===== src/sclkpm_pkg.sv =====
// constants and types for the system clock and power mode block
package sclkpm_pkg;
  localparam logic [2:0] SCLKPM_SEL_FAST     = 3'h0;
  localparam logic [2:0] SCLKPM_SEL_SLOW     = 3'h7;
  localparam logic [2:0] SCLKPM_SEL_RST      = 3'h1;
  localparam logic       SCLKPM_FEN_RST      = 1'h1;
  localparam logic       SCLKPM_FKEEP_RST    = 1'h0;
  localparam logic       SCLKPM_SKEEP_RST    = 1'h0;
  localparam int         SCLKPM_PWM_MHZ      = 32;
  localparam int         SCLKPM_FAST_MHZ     = 16;
  localparam int         SCLKPM_SLOW_KHZ     = 32;
  localparam int         SCLKPM_DIV_MAX      = 64;
  localparam int         SCLKPM_DIV_W        = $clog2(SCLKPM_DIV_MAX);
  localparam logic [4:0] SCLKPM_STABLE_TICKS = 5'h10;

  typedef enum logic [2:0] {
    SCLKPM_FAST  = 3'h0,
    SCLKPM_SLOW  = 3'h1,
    SCLKPM_IDLE_SLOW_ONLY = 3'h3,
    SCLKPM_IDLE_BOTH_CLOCKS = 3'h2,
    SCLKPM_IDLE_FAST_ONLY = 3'h6,
    SCLKPM_SLEEP = 3'h7
  } sclkpm_mode_t;
endpackage


===== src/sclkpm_div_if.sv =====
// carrier between the mode controller and the fast clock divider
`timescale 1ns/1ns
interface sclkpm_div_if;
  import sclkpm_pkg::*;
  logic       fast_tick;
  logic [2:0] sel;
  logic       div_tick;
  modport ctrl (output fast_tick, output sel, input div_tick);
  modport div  (input fast_tick, input sel, output div_tick);
endinterface


===== src/sclkpm_top.sv =====
// system clock selection, oscillator gating and operating mode control
// Operation
// - fast oscillator yields 32 MHz pwm clock and 16 MHz fast system clock
// - slow clock comes from the 32 kHz low speed oscillator
// - low speed oscillator also clocks watchdog and time base
// - select field picks fast, fast/2..fast/64, or slow clock
// - in slow running, clearing fast enable stops fast, divided and pwm clocks
// - six modes: fast and slow run cpu; sleep and three idles stop it
// - fast mode: cpu on divided fast clock; fast, slow and rc clocks on
// - slow mode: system clock is slow; fast clock follows its enable
// - halt with keep bits 0/1 and fast select: idle_slow_only, fast clock off
// - halt with both keep bits clear: sleep, only rc clock for watchdog
// - halt with fast keep set: idle_both_clocks or idle_fast_only by slow keep bit
// - select code 000 undivided, 001..110 divide by 2..64, 111 slow
// - enabling fast oscillator clears stable flag, sets it after 16 ticks
`timescale 1ns/1ns
module sclkpm_top
  import sclkpm_pkg::*;
(
  input  wire logic       i_clk,
  input  wire logic       i_srst,
  input  wire logic       i_fast_osc_tick,
  input  wire logic       i_pwm_osc_tick,
  input  wire logic       i_slow_osc_tick,
  input  wire logic [2:0] i_clock_select_field,
  input  wire logic       i_fast_osc_enable,
  input  wire logic       i_fast_osc_idle_keep,
  input  wire logic       i_slow_osc_idle_keep,
  input  wire logic       i_ctrl_we,
  input  wire logic       i_halt,
  input  wire logic       i_wake,
  output logic            o_fast_osc_run,
  output logic            o_fast_osc_stable_flag,
  output logic            o_pwm_clk_tick,
  output logic            o_fast_clk_tick,
  output logic            o_sys_clk_tick,
  output logic            o_slow_clk_tick,
  output logic            o_slow_rc_clk_tick,
  output logic            o_wdt_clk_tick,
  output logic            o_tbase_clk_tick,
  output logic            o_cpu_run,
  output logic [2:0]      o_mode
);
  sclkpm_mode_t mode_q;
  sclkpm_mode_t mode_d;
  logic [2:0]   sel_q;
  logic         fen_q;
  logic         fkeep_q;
  logic         skeep_q;
  logic [4:0]   stab_cnt_q;
  logic         stab_q;
  logic         run_prev_q;
  logic         sel_slow;
  logic         running;
  logic         fast_on;
  logic         slow_on;
  logic         sys_on;
  logic         fast_tick_g;
  logic         sys_tick;
  logic         tick_pwm_q;
  logic         tick_fast_q;
  logic         tick_sys_q;
  logic         tick_slow_q;
  logic         tick_rc_q;

  sclkpm_div_if dv ();

  // halt exit and run-mode choice both follow the select field
  function automatic sclkpm_mode_t run_mode(input logic slow_sel);
    return slow_sel ? SCLKPM_SLOW : SCLKPM_FAST;
  endfunction

  sclkpm_div u_div (
    .i_clk  (i_clk),
    .i_srst (i_srst),
    .d      (dv.div)
  );

  // control bits held with their power-on values; written as a group
  // one strobe takes all four fields, so no partial update can be seen
  always_ff @(posedge i_clk) begin
    if (i_srst) begin
      sel_q   <= SCLKPM_SEL_RST;
      fen_q   <= SCLKPM_FEN_RST;
      fkeep_q <= SCLKPM_FKEEP_RST;
      skeep_q <= SCLKPM_SKEEP_RST;
    end else if (i_ctrl_we) begin
      sel_q   <= i_clock_select_field;
      fen_q   <= i_fast_osc_enable;
      fkeep_q <= i_fast_osc_idle_keep;
      skeep_q <= i_slow_osc_idle_keep;
    end
  end

  assign sel_slow = (sel_q == SCLKPM_SEL_SLOW);
  assign running  = (mode_q == SCLKPM_FAST) || (mode_q == SCLKPM_SLOW);

  // mode sequencing; wake takes priority so a halt and wake together stay running
  always_comb begin
    mode_d = mode_q;
    case (mode_q)
      SCLKPM_FAST, SCLKPM_SLOW: begin
        if (i_halt && !i_wake) begin
          if (!fkeep_q && !skeep_q) begin
            mode_d = SCLKPM_SLEEP;
          end else if (!fkeep_q) begin
            mode_d = SCLKPM_IDLE_SLOW_ONLY;
          end else if (skeep_q) begin
            mode_d = SCLKPM_IDLE_BOTH_CLOCKS;
          end else begin
            mode_d = SCLKPM_IDLE_FAST_ONLY;
          end
        end else begin
          mode_d = run_mode(sel_slow);
        end
      end
      SCLKPM_IDLE_SLOW_ONLY, SCLKPM_IDLE_BOTH_CLOCKS, SCLKPM_IDLE_FAST_ONLY, SCLKPM_SLEEP: begin
        if (i_wake) begin
          mode_d = run_mode(sel_slow);
        end
      end
      default: mode_d = SCLKPM_FAST;
    endcase
  end

  always_ff @(posedge i_clk) begin
    if (i_srst) begin
      mode_q <= SCLKPM_FAST;
    end else begin
      mode_q <= mode_d;
    end
  end

  // fast oscillator: forced on in fast mode so the cpu never loses its clock
  always_comb begin
    case (mode_q)
      SCLKPM_FAST:  fast_on = 1'b1;
      SCLKPM_SLOW:  fast_on = fen_q;
      SCLKPM_IDLE_BOTH_CLOCKS: fast_on = 1'b1;
      SCLKPM_IDLE_FAST_ONLY: fast_on = 1'b1;
      SCLKPM_IDLE_SLOW_ONLY: fast_on = 1'b0;
      SCLKPM_SLEEP: fast_on = 1'b0;
      default:      fast_on = 1'b0;
    endcase
  end

  // slow clock to peripherals: stopped only where the slow keep bit is clear
  always_comb begin
    case (mode_q)
      SCLKPM_FAST:  slow_on = 1'b1;
      SCLKPM_SLOW:  slow_on = 1'b1;
      SCLKPM_IDLE_SLOW_ONLY: slow_on = 1'b1;
      SCLKPM_IDLE_BOTH_CLOCKS: slow_on = 1'b1;
      SCLKPM_IDLE_FAST_ONLY: slow_on = 1'b0;
      SCLKPM_SLEEP: slow_on = 1'b0;
      default:      slow_on = 1'b0;
    endcase
  end

  // system clock gate: an idle mode keeps it only while its source stays up
  always_comb begin
    case (mode_q)
      SCLKPM_FAST:  sys_on = 1'b1;
      SCLKPM_SLOW:  sys_on = 1'b1;
      SCLKPM_IDLE_SLOW_ONLY: sys_on = sel_slow;
      SCLKPM_IDLE_BOTH_CLOCKS: sys_on = 1'b1;
      SCLKPM_IDLE_FAST_ONLY: sys_on = !sel_slow;
      SCLKPM_SLEEP: sys_on = 1'b0;
      default:      sys_on = 1'b0;
    endcase
  end

  assign fast_tick_g  = fast_on && i_fast_osc_tick;
  assign dv.fast_tick = fast_tick_g;
  assign dv.sel       = sel_q;
  // slow select takes the slow oscillator; otherwise the prescaled fast clock
  assign sys_tick     = sys_on && (sel_slow ? i_slow_osc_tick : dv.div_tick);

  // stable flag: restart on every off-to-on edge of the fast oscillator
  // software must wait for it before moving the cpu onto a restarted fast clock
  always_ff @(posedge i_clk) begin
    if (i_srst) begin
      run_prev_q <= 1'b0;
      stab_cnt_q <= '0;
      stab_q     <= 1'b0;
    end else begin
      run_prev_q <= fast_on;
      if (!fast_on || !run_prev_q) begin
        stab_cnt_q <= '0;
        stab_q     <= 1'b0;
      end else if (fast_tick_g && !stab_q) begin
        stab_cnt_q <= stab_cnt_q + 1'b1;
        stab_q     <= (stab_cnt_q + 1'b1) == SCLKPM_STABLE_TICKS;
      end
    end
  end

  // outputs retimed so every clock tick leaves on a flop
  // one cycle of latency is the price of glitch-free gated ticks
  always_ff @(posedge i_clk) begin
    if (i_srst) begin
      tick_pwm_q  <= 1'b0;
      tick_fast_q <= 1'b0;
      tick_sys_q  <= 1'b0;
      tick_slow_q <= 1'b0;
      tick_rc_q   <= 1'b0;
    end else begin
      tick_pwm_q  <= fast_on && i_pwm_osc_tick;
      tick_fast_q <= fast_tick_g;
      tick_sys_q  <= sys_tick;
      tick_slow_q <= slow_on && i_slow_osc_tick;
      tick_rc_q   <= i_slow_osc_tick;
    end
  end

  assign o_fast_osc_run         = fast_on;
  assign o_fast_osc_stable_flag = stab_q;
  assign o_pwm_clk_tick         = tick_pwm_q;
  assign o_fast_clk_tick        = tick_fast_q;
  assign o_sys_clk_tick         = tick_sys_q;
  assign o_slow_clk_tick        = tick_slow_q;
  assign o_slow_rc_clk_tick     = tick_rc_q;
  assign o_wdt_clk_tick         = tick_rc_q;
  assign o_tbase_clk_tick       = tick_rc_q;
  assign o_cpu_run              = running;
  assign o_mode                 = mode_q;
endmodule


===== src/sclkpm_div.sv =====
// fast clock prescaler, divide by 1 up to 64
`timescale 1ns/1ns
module sclkpm_div
  import sclkpm_pkg::*;
(
  input  wire logic  i_clk,
  input  wire logic  i_srst,
  sclkpm_div_if.div  d
);
  logic [SCLKPM_DIV_W-1:0] cnt_q;
  logic [SCLKPM_DIV_W-1:0] mask;

  // a divide by 2^n tick fires when the low n count bits are all ones
  function automatic logic [SCLKPM_DIV_W-1:0] div_mask(input logic [2:0] sel);
    logic [SCLKPM_DIV_W:0] m;
    m = '0;
    m = (({{SCLKPM_DIV_W{1'b0}}, 1'b1}) << sel) - 1'b1;
    return m[SCLKPM_DIV_W-1:0];
  endfunction

  assign mask       = div_mask(d.sel);
  assign d.div_tick = d.fast_tick && ((cnt_q & mask) == mask);

  always_ff @(posedge i_clk) begin
    if (i_srst) begin
      cnt_q <= '0;
    end else if (d.fast_tick) begin
      cnt_q <= cnt_q + 1'b1;
    end
  end
endmodule


===== config.mk =====
export PLATFORM = sky130hd
export DESIGN_NAME = sclkpm_top
export DESIGN_NICKNAME = d
export VERILOG_FILES = /design/src/sclkpm_pkg.sv /design/src/sclkpm_div_if.sv /design/src/sclkpm_top.sv /design/src/sclkpm_div.sv
export SDC_FILE = /design/constraint.sdc
export NUM_CORES = 1
export LEC_CHECK = 0
export BUFFER_PORTS_ARGS = -buffer_cell sky130_fd_sc_hd__buf_2
export CAP_MARGIN = 40
export CORE_AREA = 2 2 60 62
export DETAILED_ROUTE_END_ITERATION = 10
export DIE_AREA = 0 0 62 64
export SETUP_SLACK_MARGIN = 0.05
export SLEW_MARGIN = 20
export SYNTH_ARGS = -nofsm -noshare
export SYNTH_HDL_FRONTEND = slang
export SYNTH_SLANG_ARGS = --single-unit

===== constraint.sdc =====
create_clock -name i_clk -period 3.5 [get_ports i_clk]
set_clock_uncertainty 0.05 [all_clocks]
set_input_delay 0.525 -clock i_clk [delete_from_list [all_inputs] [get_ports i_clk]]
set_output_delay 0.525 -clock i_clk [all_outputs]
set_load 0.01 [all_outputs]

**Word-level counts from Yosys, hierarchy flattened**

Index checks and enable logic that the tools add are counted.

- Logic and storage cells: 63
- Output and inout port bits: 13
- Flip-flop bits (word level): 27
- Input bits: 14

- Shifts and indexed selects: 1
- Reduce and logical (&&, ||, !) cells: 24
- Mux-type cells: 11
- $add $sub $neg: 3
- Bitwise operators: 1
- Equal/unequal tests: 9

Operator list:

| cell | count |
|---|---|
| $mux W3 | 5 |
| $eq A3 B3 Y1 const B | 3 |
| $logic_and A1 B1 Y1 | 8 |
| $reduce_or A4 Y1 | 2 |
| $logic_not A1 Y1 | 7 |
| $add A6 B1 Y6 const B | 1 |
| $and A6 B6 Y6 | 1 |
| $eq A3 B2 Y1 const B | 2 |
| $eq A6 B6 Y1 | 1 |
| $pmux W3 S2 | 1 |
| $reduce_or A3 Y1 | 2 |
| $shl A1 B3 Y6 const A | 1 |
| $sub A6 B1 Y6 const B | 1 |
| $add A5 B1 Y5 const B | 1 |
| $eq A5 B5 Y1 const B | 1 |
| $reduce_or A2 Y1 | 2 |
| $eq A3 B1 Y1 const B | 1 |
| $logic_not A3 Y1 | 1 |
| $mux W1 | 3 |
| $pmux W1 S3 | 1 |
| $logic_or A1 B1 Y1 | 2 |
| $ne A2 B2 Y1 const B | 1 |
| $pmux W1 S2 | 1 |

**Depth between registers and ports, before layout**

Gate-level depths: netlist of run 1.

- Depth in word-level cells: 7
- Gate-level depth with buffers: 5
- Gate-level depth less buffers: 5

**Hierarchy**

A second synthesis of run 1 with hierarchy kept.

- Cell total of the unflattened synthesis: 130
- Area total of the unflattened synthesis: 1,199.9 µm²

By module, submodules not included:

| module | cells an instance | sequential area each (µm²) | area an instance (µm²) | times used |
|---|---|---|---|---|
| sclkpm_top | 94 | 420.4 | 888.4 | 1 |
| sclkpm_div | 36 | 120.1 | 311.5 | 1 |

**Worst setup path before layout of run 1**

No wires, ideal clock.

- Path type: reg2reg
- Start: register mode_q[1] (netlist: o_mode[1])
- End: register u_div.cnt_q[5]
- Cell stages (with the launch flop): 6
- Period minus slack after synthesis: 1.671 ns
- Data required time: 3.379 ns
- Setup time: 0.071 ns
- Arrival time: 1.551 ns
- Buffers on the path: 1
- Path slack: 1.829 ns
- Path through: dfxtp_1 -> buf_6 -> nor2b_4 -> a211o_4 -> or4_1 -> a21oi_1

- Longest elaborated chain between the ends: 4
- Elaborated cells on any way between the ends: 7
- Classes of those cells: eq/ne: 3; mux: 1; reduce/logical: 3

RTL lines:

| element | RTL line | RTL |
|---|---|---|
| from (decl) | sclkpm_top.sv:44 | `sclkpm_mode_t mode_q;` |
| from (signal assigned) | sclkpm_top.sv:130 | `mode_q <= mode_d;` |
| $eq A3 B3 Y1 (tied with other cells) | sclkpm_top.sv:136 | `case (mode_q)` |
| $reduce_or A3 Y1 (no source line) | -- |  |
| $pmux W1 S2 (*) | sclkpm_top.sv:136 |  |
| $logic_and A1 B1 Y1 (*) | sclkpm_top.sv:173 | `assign fast_tick_g = fast_on && i_fast_osc_tick;` |
| to (signal assigned) | sclkpm_div.sv:28 | `cnt_q <= cnt_q + 1'b1;` |
| to (decl) | sclkpm_div.sv:10 | `logic [SCLKPM_DIV_W-1:0] cnt_q;` |

Mark *: on every way between the ends. The rest lies on a longest branch, timed or not.
A chain may end at the register's enable or synchronous reset.

**Worst setup path after layout of run 1**

- Start: register mode_q[1] (netlist: o_mode[1])
- End: output port o_fast_osc_run

- Longest elaborated chain between the ends: 3
- Elaborated cells on any way between the ends: 6
- Classes of those cells: eq/ne: 3; mux: 1; reduce/logical: 2

RTL lines:

| element | RTL line | RTL |
|---|---|---|
| $eq A3 B3 Y1 (tied with other cells) | sclkpm_top.sv:136 |  |
| $reduce_or A3 Y1 (no source line) | -- |  |
| $pmux W1 S2 (*) | sclkpm_top.sv:136 |  |
| to (decl) | sclkpm_top.sv:32 | `output logic o_fast_osc_run,` |

Marks and branches as above.

==> results of run 1 <==
[layout by cell type (no fill, tap or decap), types with 2 or more instances in the layout]
cell      Yosys  layout
or4_1         2       2
xnor2_1       3       3
nand3b_1      2       2
a211oi_1      4       4
mux2_2        2       2
clkbuf_4      0       3
mux2i_1       4       4
o31ai_1       2       2
inv_1         6       6
nor3_1        3       3
nor2_1       12      12
a21oi_1      11      11
o21ai_0       6       6
dfxtp_1      27      27
nand2_1       6       6
a211o_1       2       2
ha_1          3       3
nand3_1       3       3
buf_2         0      26
nor2b_1       5       5
nand4_1       3       3
and2_1        4       4
[through the flow]
step	cells	power, mW	cell area (um2)	hold WS, ns
floorplan	138	0.398	1300	0.397
global placement	203	0.421	1450	0.413
detailed placement	203	0.424	1450	0.433
CTS	207	0.556	1470	0.335
global route	207	0.581	1470	0.329
finish	207	0.547	1470	0.343
[routing by layer]
layer | part of all wire, % | vias to the layer above | GRT usage (%) | routed length, um
met1 | 48 | 501 | 18.7 | 1240
met3 | 5.2 | 2 | 4.25 | 134
li1 | - | 552 | - | -
met4 | 0.66 | 0 | 3.19 | 17
met5 | 0 | - | 0 | 0
met2 | 46 | 28 | 22.5 | 1200
[area by class of cell]
cell class	instances	area, um2
sequential	27	541
timing repair buffer	26	130
fill	321	1810
tap	46	57.6
multi-input combinational	98	694
clock buffer	4	26.3
inverter	6	22.5
[state kept, by name (all words and copies together), names as in the netlist, 3 cells and up]
signal,cells
dv.sel,3
o_mode,3
stab_cnt_q,5
u_div.cnt_q,6
[power by group through the flow]
stage	logic (mW)	registers, mW	clock network [mW]
2_1_floorplan	0.0568	0.342	0
3_3_place_gp	0.0758	0.345	0
3_5_place_dp	0.0781	0.345	0
4_1_cts	0.0785	0.339	0.139
5_1_grt	0.0878	0.342	0.151
6_report	0.0774	0.339	0.131
[cells by family (layout without fill, tap and decap cells)]
kind of cell	after synthesis	after routing	synth area share, %
AOI/OAI and AO/OA	39	39	23.1
buffers and inverters	13	36	4.91
muxes	6	6	4.82
xor gates and xnor gates	3	3	2.02
DFF	27	27	41.6
adders and majority gates	3	3	2.89
and+or+nand+nor	47	47	20.6
[worst paths after layout]
kind / endpoint / slack, ns / cells past startpoint
setup / recovery: o_fast_osc_run / 1.53 / 3
hold / removal: o_pwm_clk_tick / 0.34 / 2
setup reg to reg: u_div.cnt_q[3] / 1.57 / 4
hold reg to reg: u_div.cnt_q[5] / 0.44 / 2
[worst register-to-register path: stages, from the launching register on]
cell	delay (ns)
dfxtp_1	0.59
nor2b_4	0.12
a211oi_1	0.61
nand4_1	0.18
mux2_2	0.30
==> summary.md, run 1 <==
| Metric | Value |
|---|---|
| Final Util | `44.8%` |
| Final hold violation count | `0` |
| Ys flop type | `dfxtp_1` |
| GRT Residual Overflow | `0` |
| Logic pwr share | `14.1%` |
| Setup-failing EPs final | `0` |
| Relative slew slack | `54.2%` |
| Antenna-violating nets left | `0` |
| Final Slew Violations | `0` |
| Die ar. | `3970 um2` |
| Critical Path Source | `o_mode[1]` |
| Synth top area share | `41.6%` |
| Post-detail-place hpwl | `1.90 mm` |
| Ant diodes | `0` |
| Clk buf depth | `2` |
| Syn Nets | `155` |
| CP top delay family | `flip-flops` |
| Count of input and output buffers | `26` |
| RSZ-0062 raised after global routing | `false` |
| Final net count | `179` |
| WL per Instance | `12.5 um` |
| Synth cell count leaders | `27 x dfxtp_1, 12 x nor2_1, 11 x a21oi_1` |
| Reg-to-Reg Start | `o_mode[1]` |
| Skew-Pair Late Insertion Delay | `0.32 ns` |
| Initial antenna violation count | `0` |
| Largest net degree at the start of global routing | `22` |
| Layout area overhead | `13.3%` |
| # Max-Cap Violations | `0` |
| Fin worst setup slack | `1.53 ns` |
| Area of the mapped netlist | `1300 um2` |
| Crit path cell chain | `nand2b_4 > a21oi_1 > buf_2` |
| Outcome | `finished, final reports clean` |
| Starting DRT DRC Count | `35` |
| Post-Syn Instances | `138` |
| P_leak | `0.587 nW` |
| CP max FO | `12` |
| Max IR drop VDD | `0.000268 V` |
| Clock sinks | `27` |
| Synth area leader | `dfxtp_1` |
| Synthesized area per cell | `9.41 um2` |
| Sequential power share | `62.0%` |
| Crit-path slowest cell | `dfxtp_1` |
| Startpoint Class | `flop` |
| Seq/Total Area, Yosys | `41.6%` |
| CP Capture Type | `output port` |
| First-pass GRT wire length | `4.36 mm` |
| Crit path required time | `2.92 ns` |
| Vias/cell | `5.23` |
| Min-delay src | `i_pwm_osc_tick` |
| Crit path largest cell delay | `0.59 ns` |
| Pre-CTS worst setup slack | `1.54 ns` |
| Fmax | `0.507 GHz` |
| Seq cells post-synth | `27` |
| Tcrit/Tclk final | `56.4%` |
| Rows | `21` |
| H-tree lvl count | `1` |
| Count leader, synth | `dfxtp_1` |
| Layout cells sized above 1 | `25.5%` |
| Netlist cell types | `44` |
| Starting density of the core | `39.5%` |
| Setup TNS | `0 ns` |
| Residual DRC | `0` |
| Power Dens Cells | `372 nW/um2` |
| Critical path class | `reg -> out` |
| Clock share of power | `23.9%` |
| Async SR Flop Fraction | `0%` |
| Die Y | `64 um` |
| Switch share | `26.4%` |
| Core Footprint | `3280 um2` |
| Int Pwr | `0.403 mW` |
| Tot GR Track Use | `14.2%` |
| Arr. time, crit path | `1.40 ns` |
| Hold-fix buffers at CTS | `0` |
| Drt first pass iters | `4` |
| Die W | `62 um` |
| Largest cells by area after synthesis | `dfxtp_1 42%, a21oi_1 4.2%, nor2_1 3.5%, mux2i_1 3.1%, ha_1 2.9%` |
| TritonCTS clock tree | `yes` |
| HP Class | `in -> reg` |
| Post-CTS Resized | `0` |
| Vias in the first global route | `1012` |
| Final period demand of the worst path | `1.97 ns` |
| Num CTS Buffers | `3` |
| Post-CTS Setup Repair Bufs | `0` |
| Sw power | `0.144 mW` |
| Worst Tran Pin Value | `0.682 ns` |
| Final GP Congestion | `0.769` |
| CP bufs+invs | `1` |
| Clock root cell | `clkbuf_4` |
| Via Count | `1083` |
| Post-synth EDFFs | `0` |
| Synth warn | `0` |
| Worst-path clk slew | `0.13 ns` |
| Ports | `27` |
| DRT Wirelength | `2.59 mm` |
No activity file was read; power rests on OpenSTA's default activity.
==> run 2, diff against run 1 <==
==> constraint.sdc (replaced) <==
create_clock -name i_clk -period 2.01 [get_ports i_clk]
set_clock_uncertainty 0.05 [all_clocks]
set_input_delay 0.3015 -clock i_clk [delete_from_list [all_inputs] [get_ports i_clk]]
set_output_delay 0.3015 -clock i_clk [all_outputs]
set_load 0.01 [all_outputs]
==> run 2 against run 1 <==
  * Total power grew 78%
  * Largest power group unchanged
  * Core utilization grew 0.34 points
  * Sequential share of layout area shrank 0.28 points
  * Critical endpoint is now u_div.cnt_q[5]
  * First-iteration DRC count shrank 49%
==> summary.md, run 2 (same netlist as run 1, synthesis figures left out) <==
| Metric | Value |
|---|---|
| Tcrit/Tclk final | `90.1%` |
| Core Footprint | `3280 um2` |
| Clk buf depth | `2` |
| Drt first pass iters | `4` |
| CP max FO | `12` |
| Arr. time, crit path | `2.05 ns` |
| Ant diodes | `0` |
| P_leak | `0.591 nW` |
| Fin worst setup slack | `0.200 ns` |
| Post-detail-place hpwl | `1.98 mm` |
| Outcome | `finished, final reports clean` |
| Layout area overhead | `14.2%` |
| Setup TNS | `0 ns` |
| Crit path cell chain | `nand2b_4 > a211o_4 > or4_1 > a21oi_1` |
| Tot GR Track Use | `15.0%` |
| Starting DRT DRC Count | `18` |
| Clock sinks | `27` |
| Non-Filler Instances | `208` |
| Die W | `62 um` |
| Rows | `21` |
| Startpoint Class | `flop` |
| Area of the multi-input gates | `694 um2` |
| Final period demand of the worst path | `1.81 ns` |
| Crit path required time | `2.24 ns` |
| Starting density of the core | `39.5%` |
| Antenna-violating nets left | `0` |
| Final hold violation count | `0` |
| Crit path largest cell delay | `0.50 ns` |
| Power Dens Cells | `658 nW/um2` |
| Initial antenna violation count | `0` |
| Largest regs | `u_div.cnt_q (6), stab_cnt_q (5)` |
| Ports | `27` |
| RSZ-0062 raised after global routing | `false` |
| Skew-Pair Late Insertion Delay | `0.34 ns` |
| DRT Wirelength | `2.65 mm` |
| Fmax | `0.552 GHz` |
| TritonCTS clock tree | `yes` |
| # Max-Cap Violations | `0` |
| First-pass GRT wire length | `4.54 mm` |
| Most frequent cells in the layout | `27 x dfxtp_1, 26 x buf_2, 12 x nor2_1` |
| Residual DRC | `0` |
| HP Class | `in -> reg` |
| Setup-failing EPs final | `0` |
| Post-CTS Setup Repair Bufs | `0` |
| Vias/cell | `5.27` |
| Final net count | `180` |
| H-tree lvl count | `1` |
| Placed cells | `204` |
| Fillers | `323` |
| Via Count | `1096` |
| Max IR drop VDD | `0.000405 V` |
| Worst Tran Pin Value | `0.647 ns` |
| Sequential cell area | `541 um2` |
| Count of input and output buffers | `26` |
| CP Capture Type | `flop` |
| Layout cells sized above 1 | `26.5%` |
| Final GP Congestion | `0.734` |
| Num CTS Buffers | `3` |
| Pre-CTS worst setup slack | `0.222 ns` |
| Relative slew slack | `55.7%` |
| Vias in the first global route | `1094` |
| GRT Residual Overflow | `0` |
| Hold-fix buffers at CTS | `0` |
| Clock root cell | `clkbuf_4` |
| Largest net degree at the start of global routing | `22` |
| WL per Instance | `12.8 um` |
| Final Slew Violations | `0` |
| Max reg flops | `6` |
| Critical path class | `reg -> reg` |
| Die Y | `64 um` |
| Crit-path slowest cell | `or4_1` |
| Commonest non-fill, non-tap cell in the layout | `dfxtp_1` |
| Die ar. | `3970 um2` |
| Worst-path clk slew | `0.16 ns` |
| Most flop-heavy register | `u_div.cnt_q` |
| Post-CTS Resized | `0` |
==> run 2: cell types whose count changed in the layout (fill, tap and decap cells not counted) <==
| cell | previous run | this run |
|---|---|---|
| buf_4 | 0 | 1 |
| clkbuf_1 | 1 | 0 |
| clkinvlp_4 | 0 | 1 |
==> run 2: worst paths after layout <==
check                           from             end  slack (ns)  cells after the start
min          i_clock_select_field[0]       dv.sel[0]        0.11                      2
max reg2reg                o_mode[1]  u_div.cnt_q[5]        0.20                      4
max                        o_mode[1]  u_div.cnt_q[5]        0.20                      4
min reg2reg           u_div.cnt_q[5]  u_div.cnt_q[5]        0.44                      2
==> run 2: worst max-delay path: cells and delay by family, from the launching register on <==
family	cells	cell delay, ns
and+or+nand+nor	2	0.74
DFF	1	0.46
AOI/OAI and AO/OA	2	0.52
==> run 2: layout make-up <==
class	instances	share of cell area, %
clock inverters	1	0.506
clock buffers	3	1.52
repair buffers	27	9.28
well taps	46	3.88
flip-flops and latches	27	36.5
multi-input cells	98	46.8
inverters	6	1.52
==> run 2: routing by layer <==
layer / part of all wire [%] / global-route usage (%) / routed length, um / up-vias
li1: - / - / - / 547
met2: 48 / 25.4 / 1270 / 30
met5: 0 / 0 / 0 / -
met4: 0.94 / 4.52 / 25 / 0
met3: 5.1 / 5.67 / 135 / 2
met1: 46 / 17.0 / 1230 / 517
==> run 2: where the power goes <==
part	internal [mW]	switching [mW]	leakage, nW	total, mW
registers	0.560	0.0307	0.221	0.591
clock network	0.0763	0.171	0.0139	0.248
logic	0.0658	0.0710	0.356	0.137
total	0.702	0.273	0.591	0.975
==> run 2: per-stage QoR <==
step                cell area, um2  util [%]  hold slack (ns)  power, mW
finish                        1480      45.1            0.110      0.975
global route                  1480      45.1           0.0949       1.02
CTS                           1480      45.1            0.103      0.984
detailed placement            1450      44.2            0.421      0.739
global placement              1450      44.2            0.409      0.735
floorplan                     1300         -            0.331      0.694
==> run 3, diff against run 2 <==
--- a/config.mk
+++ b/config.mk
@@ -7,9 +7,10 @@
 export LEC_CHECK = 0
 export BUFFER_PORTS_ARGS = -buffer_cell sky130_fd_sc_hd__buf_2
 export CAP_MARGIN = 40
-export CORE_AREA = 2 2 60 62
+export CORE_AREA = 2 2 54 56
 export DETAILED_ROUTE_END_ITERATION = 10
-export DIE_AREA = 0 0 62 64
+export DIE_AREA = 0 0 56 58
+export PLACE_DENSITY = 0.7
 export SETUP_SLACK_MARGIN = 0.05
 export SLEW_MARGIN = 20
 export SYNTH_ARGS = -nofsm -noshare
==> run 3 against run 2 <==
  * Non-clock buffer count is the same
  * Sequential power hardly changed
  * Critical path depth unchanged
  * Design area down 1.5%
  * Critical endpoint unchanged
  * Largest cell class unchanged
==> summary.md, run 3 (same netlist as run 1, synthesis figures left out) <==
| Metric | Value |
|---|---|
| First-pass GRT wire length | `4.42 mm` |
| Layout cells sized above 1 | `25.9%` |
| Layout area overhead | `12.4%` |
| Crit path cell chain | `nor2b_4 > a211o_4 > or4_1 > a21oi_1` |
| Crit path required time | `2.21 ns` |
| RSZ-0062 raised after global routing | `false` |
| Relative slew slack | `58.7%` |
| Critical Path Source | `o_mode[1]` |
| Clk buf depth | `2` |
| CP max FO | `12` |
| Vias in the first global route | `1028` |
| Vias/cell | `5.58` |
| Antenna-violating nets left | `0` |
| Most frequent cells in the layout | `27 x dfxtp_1, 26 x buf_2, 12 x nor2_1` |
| Switch share | `25.7%` |
| TritonCTS clock tree | `yes` |
| CP top delay family | `simple AND/OR/NAND/NOR gates` |
| Ports | `27` |
| Max IR drop VDD | `0.000388 V` |
| Startpoint Class | `flop` |
| Largest regs | `u_div.cnt_q (6), stab_cnt_q (5)` |
| Min-delay src | `i_pwm_osc_tick` |
| Sw power | `0.243 mW` |
| Commonest non-fill, non-tap cell in the layout | `dfxtp_1` |
| P_leak | `0.592 nW` |
| Most flop-heavy register | `u_div.cnt_q` |
| Initial antenna violation count | `0` |
| Num CTS Buffers | `3` |
| WL per Instance | `13.0 um` |
| Final period demand of the worst path | `1.84 ns` |
| Final GP Congestion | `0.808` |
| Setup-failing EPs final | `0` |
| # Max-Cap Violations | `0` |
| Post-placement cell area | `1430 um2` |
| Final Slew Violations | `0` |
| Arr. time, crit path | `2.04 ns` |
| Sequential power share | `62.3%` |
| Via Count | `1077` |
| Post-CTS Resized | `0` |
| H-tree lvl count | `1` |
| Final instance area | `1460 um2` |
| Fmax | `0.543 GHz` |
| Tot GR Track Use | `16.8%` |
| Die Y | `58 um` |
| Count of input and output buffers | `26` |
| Max reg flops | `6` |
| Hold-fix buffers at CTS | `0` |
| Power Dens Cells | `648 nW/um2` |
| Skew-Pair Late Insertion Delay | `0.31 ns` |
| Outcome | `finished, final reports clean` |
| Core Footprint | `2660 um2` |
| Clock root cell | `clkbuf_4` |
| CP Capture Type | `flop` |
| Final net count | `180` |
| HP Class | `in -> reg` |
| Post-CTS Setup Repair Bufs | `0` |
| CP bufs+invs | `0` |
| Drt first pass iters | `4` |
| Starting DRT DRC Count | `26` |
| Final hold violation count | `0` |
| Largest net degree at the start of global routing | `22` |
| Worst Tran Pin Value | `0.604 ns` |
| Ant diodes | `0` |
| Rows | `19` |
| Crit path largest cell delay | `0.58 ns` |
| Post-detail-place hpwl | `1.95 mm` |
| Crit-path slowest cell | `dfxtp_1` |
| Residual DRC | `0` |
| DRT Wirelength | `2.51 mm` |
| Die W | `56 um` |
| Clock share of power | `23.2%` |
| Die ar. | `3250 um2` |
| Setup TNS | `0 ns` |
| Logic pwr share | `14.4%` |
| Tcrit/Tclk final | `91.6%` |
| GRT Residual Overflow | `0` |
| Fillers | `269` |
| Critical path class | `reg -> reg` |
| Starting density of the core | `48.8%` |
| Int Pwr | `0.703 mW` |
| Worst-path clk slew | `0.13 ns` |
| Reg-to-Reg Start | `o_mode[1]` |
| Clock sinks | `27` |
run 3: layout make-up:
type,count,area (um2),share of cell area [%]
clock buffer,4,26.3,1.80
multi-input combinational,98,694,47.6
timing repair buffer,27,138,9.43
tap,31,38.8,2.66
inverter,6,22.5,1.54
sequential,27,541,37.0
run 3: path summary, 6_finish.rpt:
check / slack [ns] / depth (start not counted) / to
max: 0.17 / 4 / u_div.cnt_q[5]
min: 0.13 / 2 / o_pwm_clk_tick
max reg2reg: 0.17 / 4 / u_div.cnt_q[5]
min reg2reg: 0.45 / 2 / u_div.cnt_q[5]
run 3: power by group through the flow:
stage	clock (mW)	sequential, mW	combinational (mW)
floorplan	0	0.595	0.0989
global placement	0	0.600	0.133
detailed placement	0	0.602	0.138
CTS	0.233	0.590	0.138
global route	0.249	0.593	0.153
finish	0.220	0.589	0.136
run 3: through the flow:
step | hold WS, ns | worst slack, ns | util, % | total power, mW | std cells
floorplan | 0.331 | 0.339 | - | 0.694 | 138
global placement | 0.411 | 0.264 | 53.9 | 0.734 | 189
detailed placement | 0.431 | 0.194 | 53.9 | 0.740 | 189
CTS | 0.126 | 0.160 | 54.8 | 0.961 | 193
global route | 0.121 | 0.0722 | 54.8 | 0.995 | 193
finish | 0.135 | 0.169 | 54.8 | 0.946 | 193
run 3: layer usage:
metal	vias to the layer above	track usage [%]	wire [um]
met4	0	6.80	26
li1	547	-	-
met2	22	29.1	1190
met1	504	21.1	1190
met3	4	2.46	103
met5	-	0	0
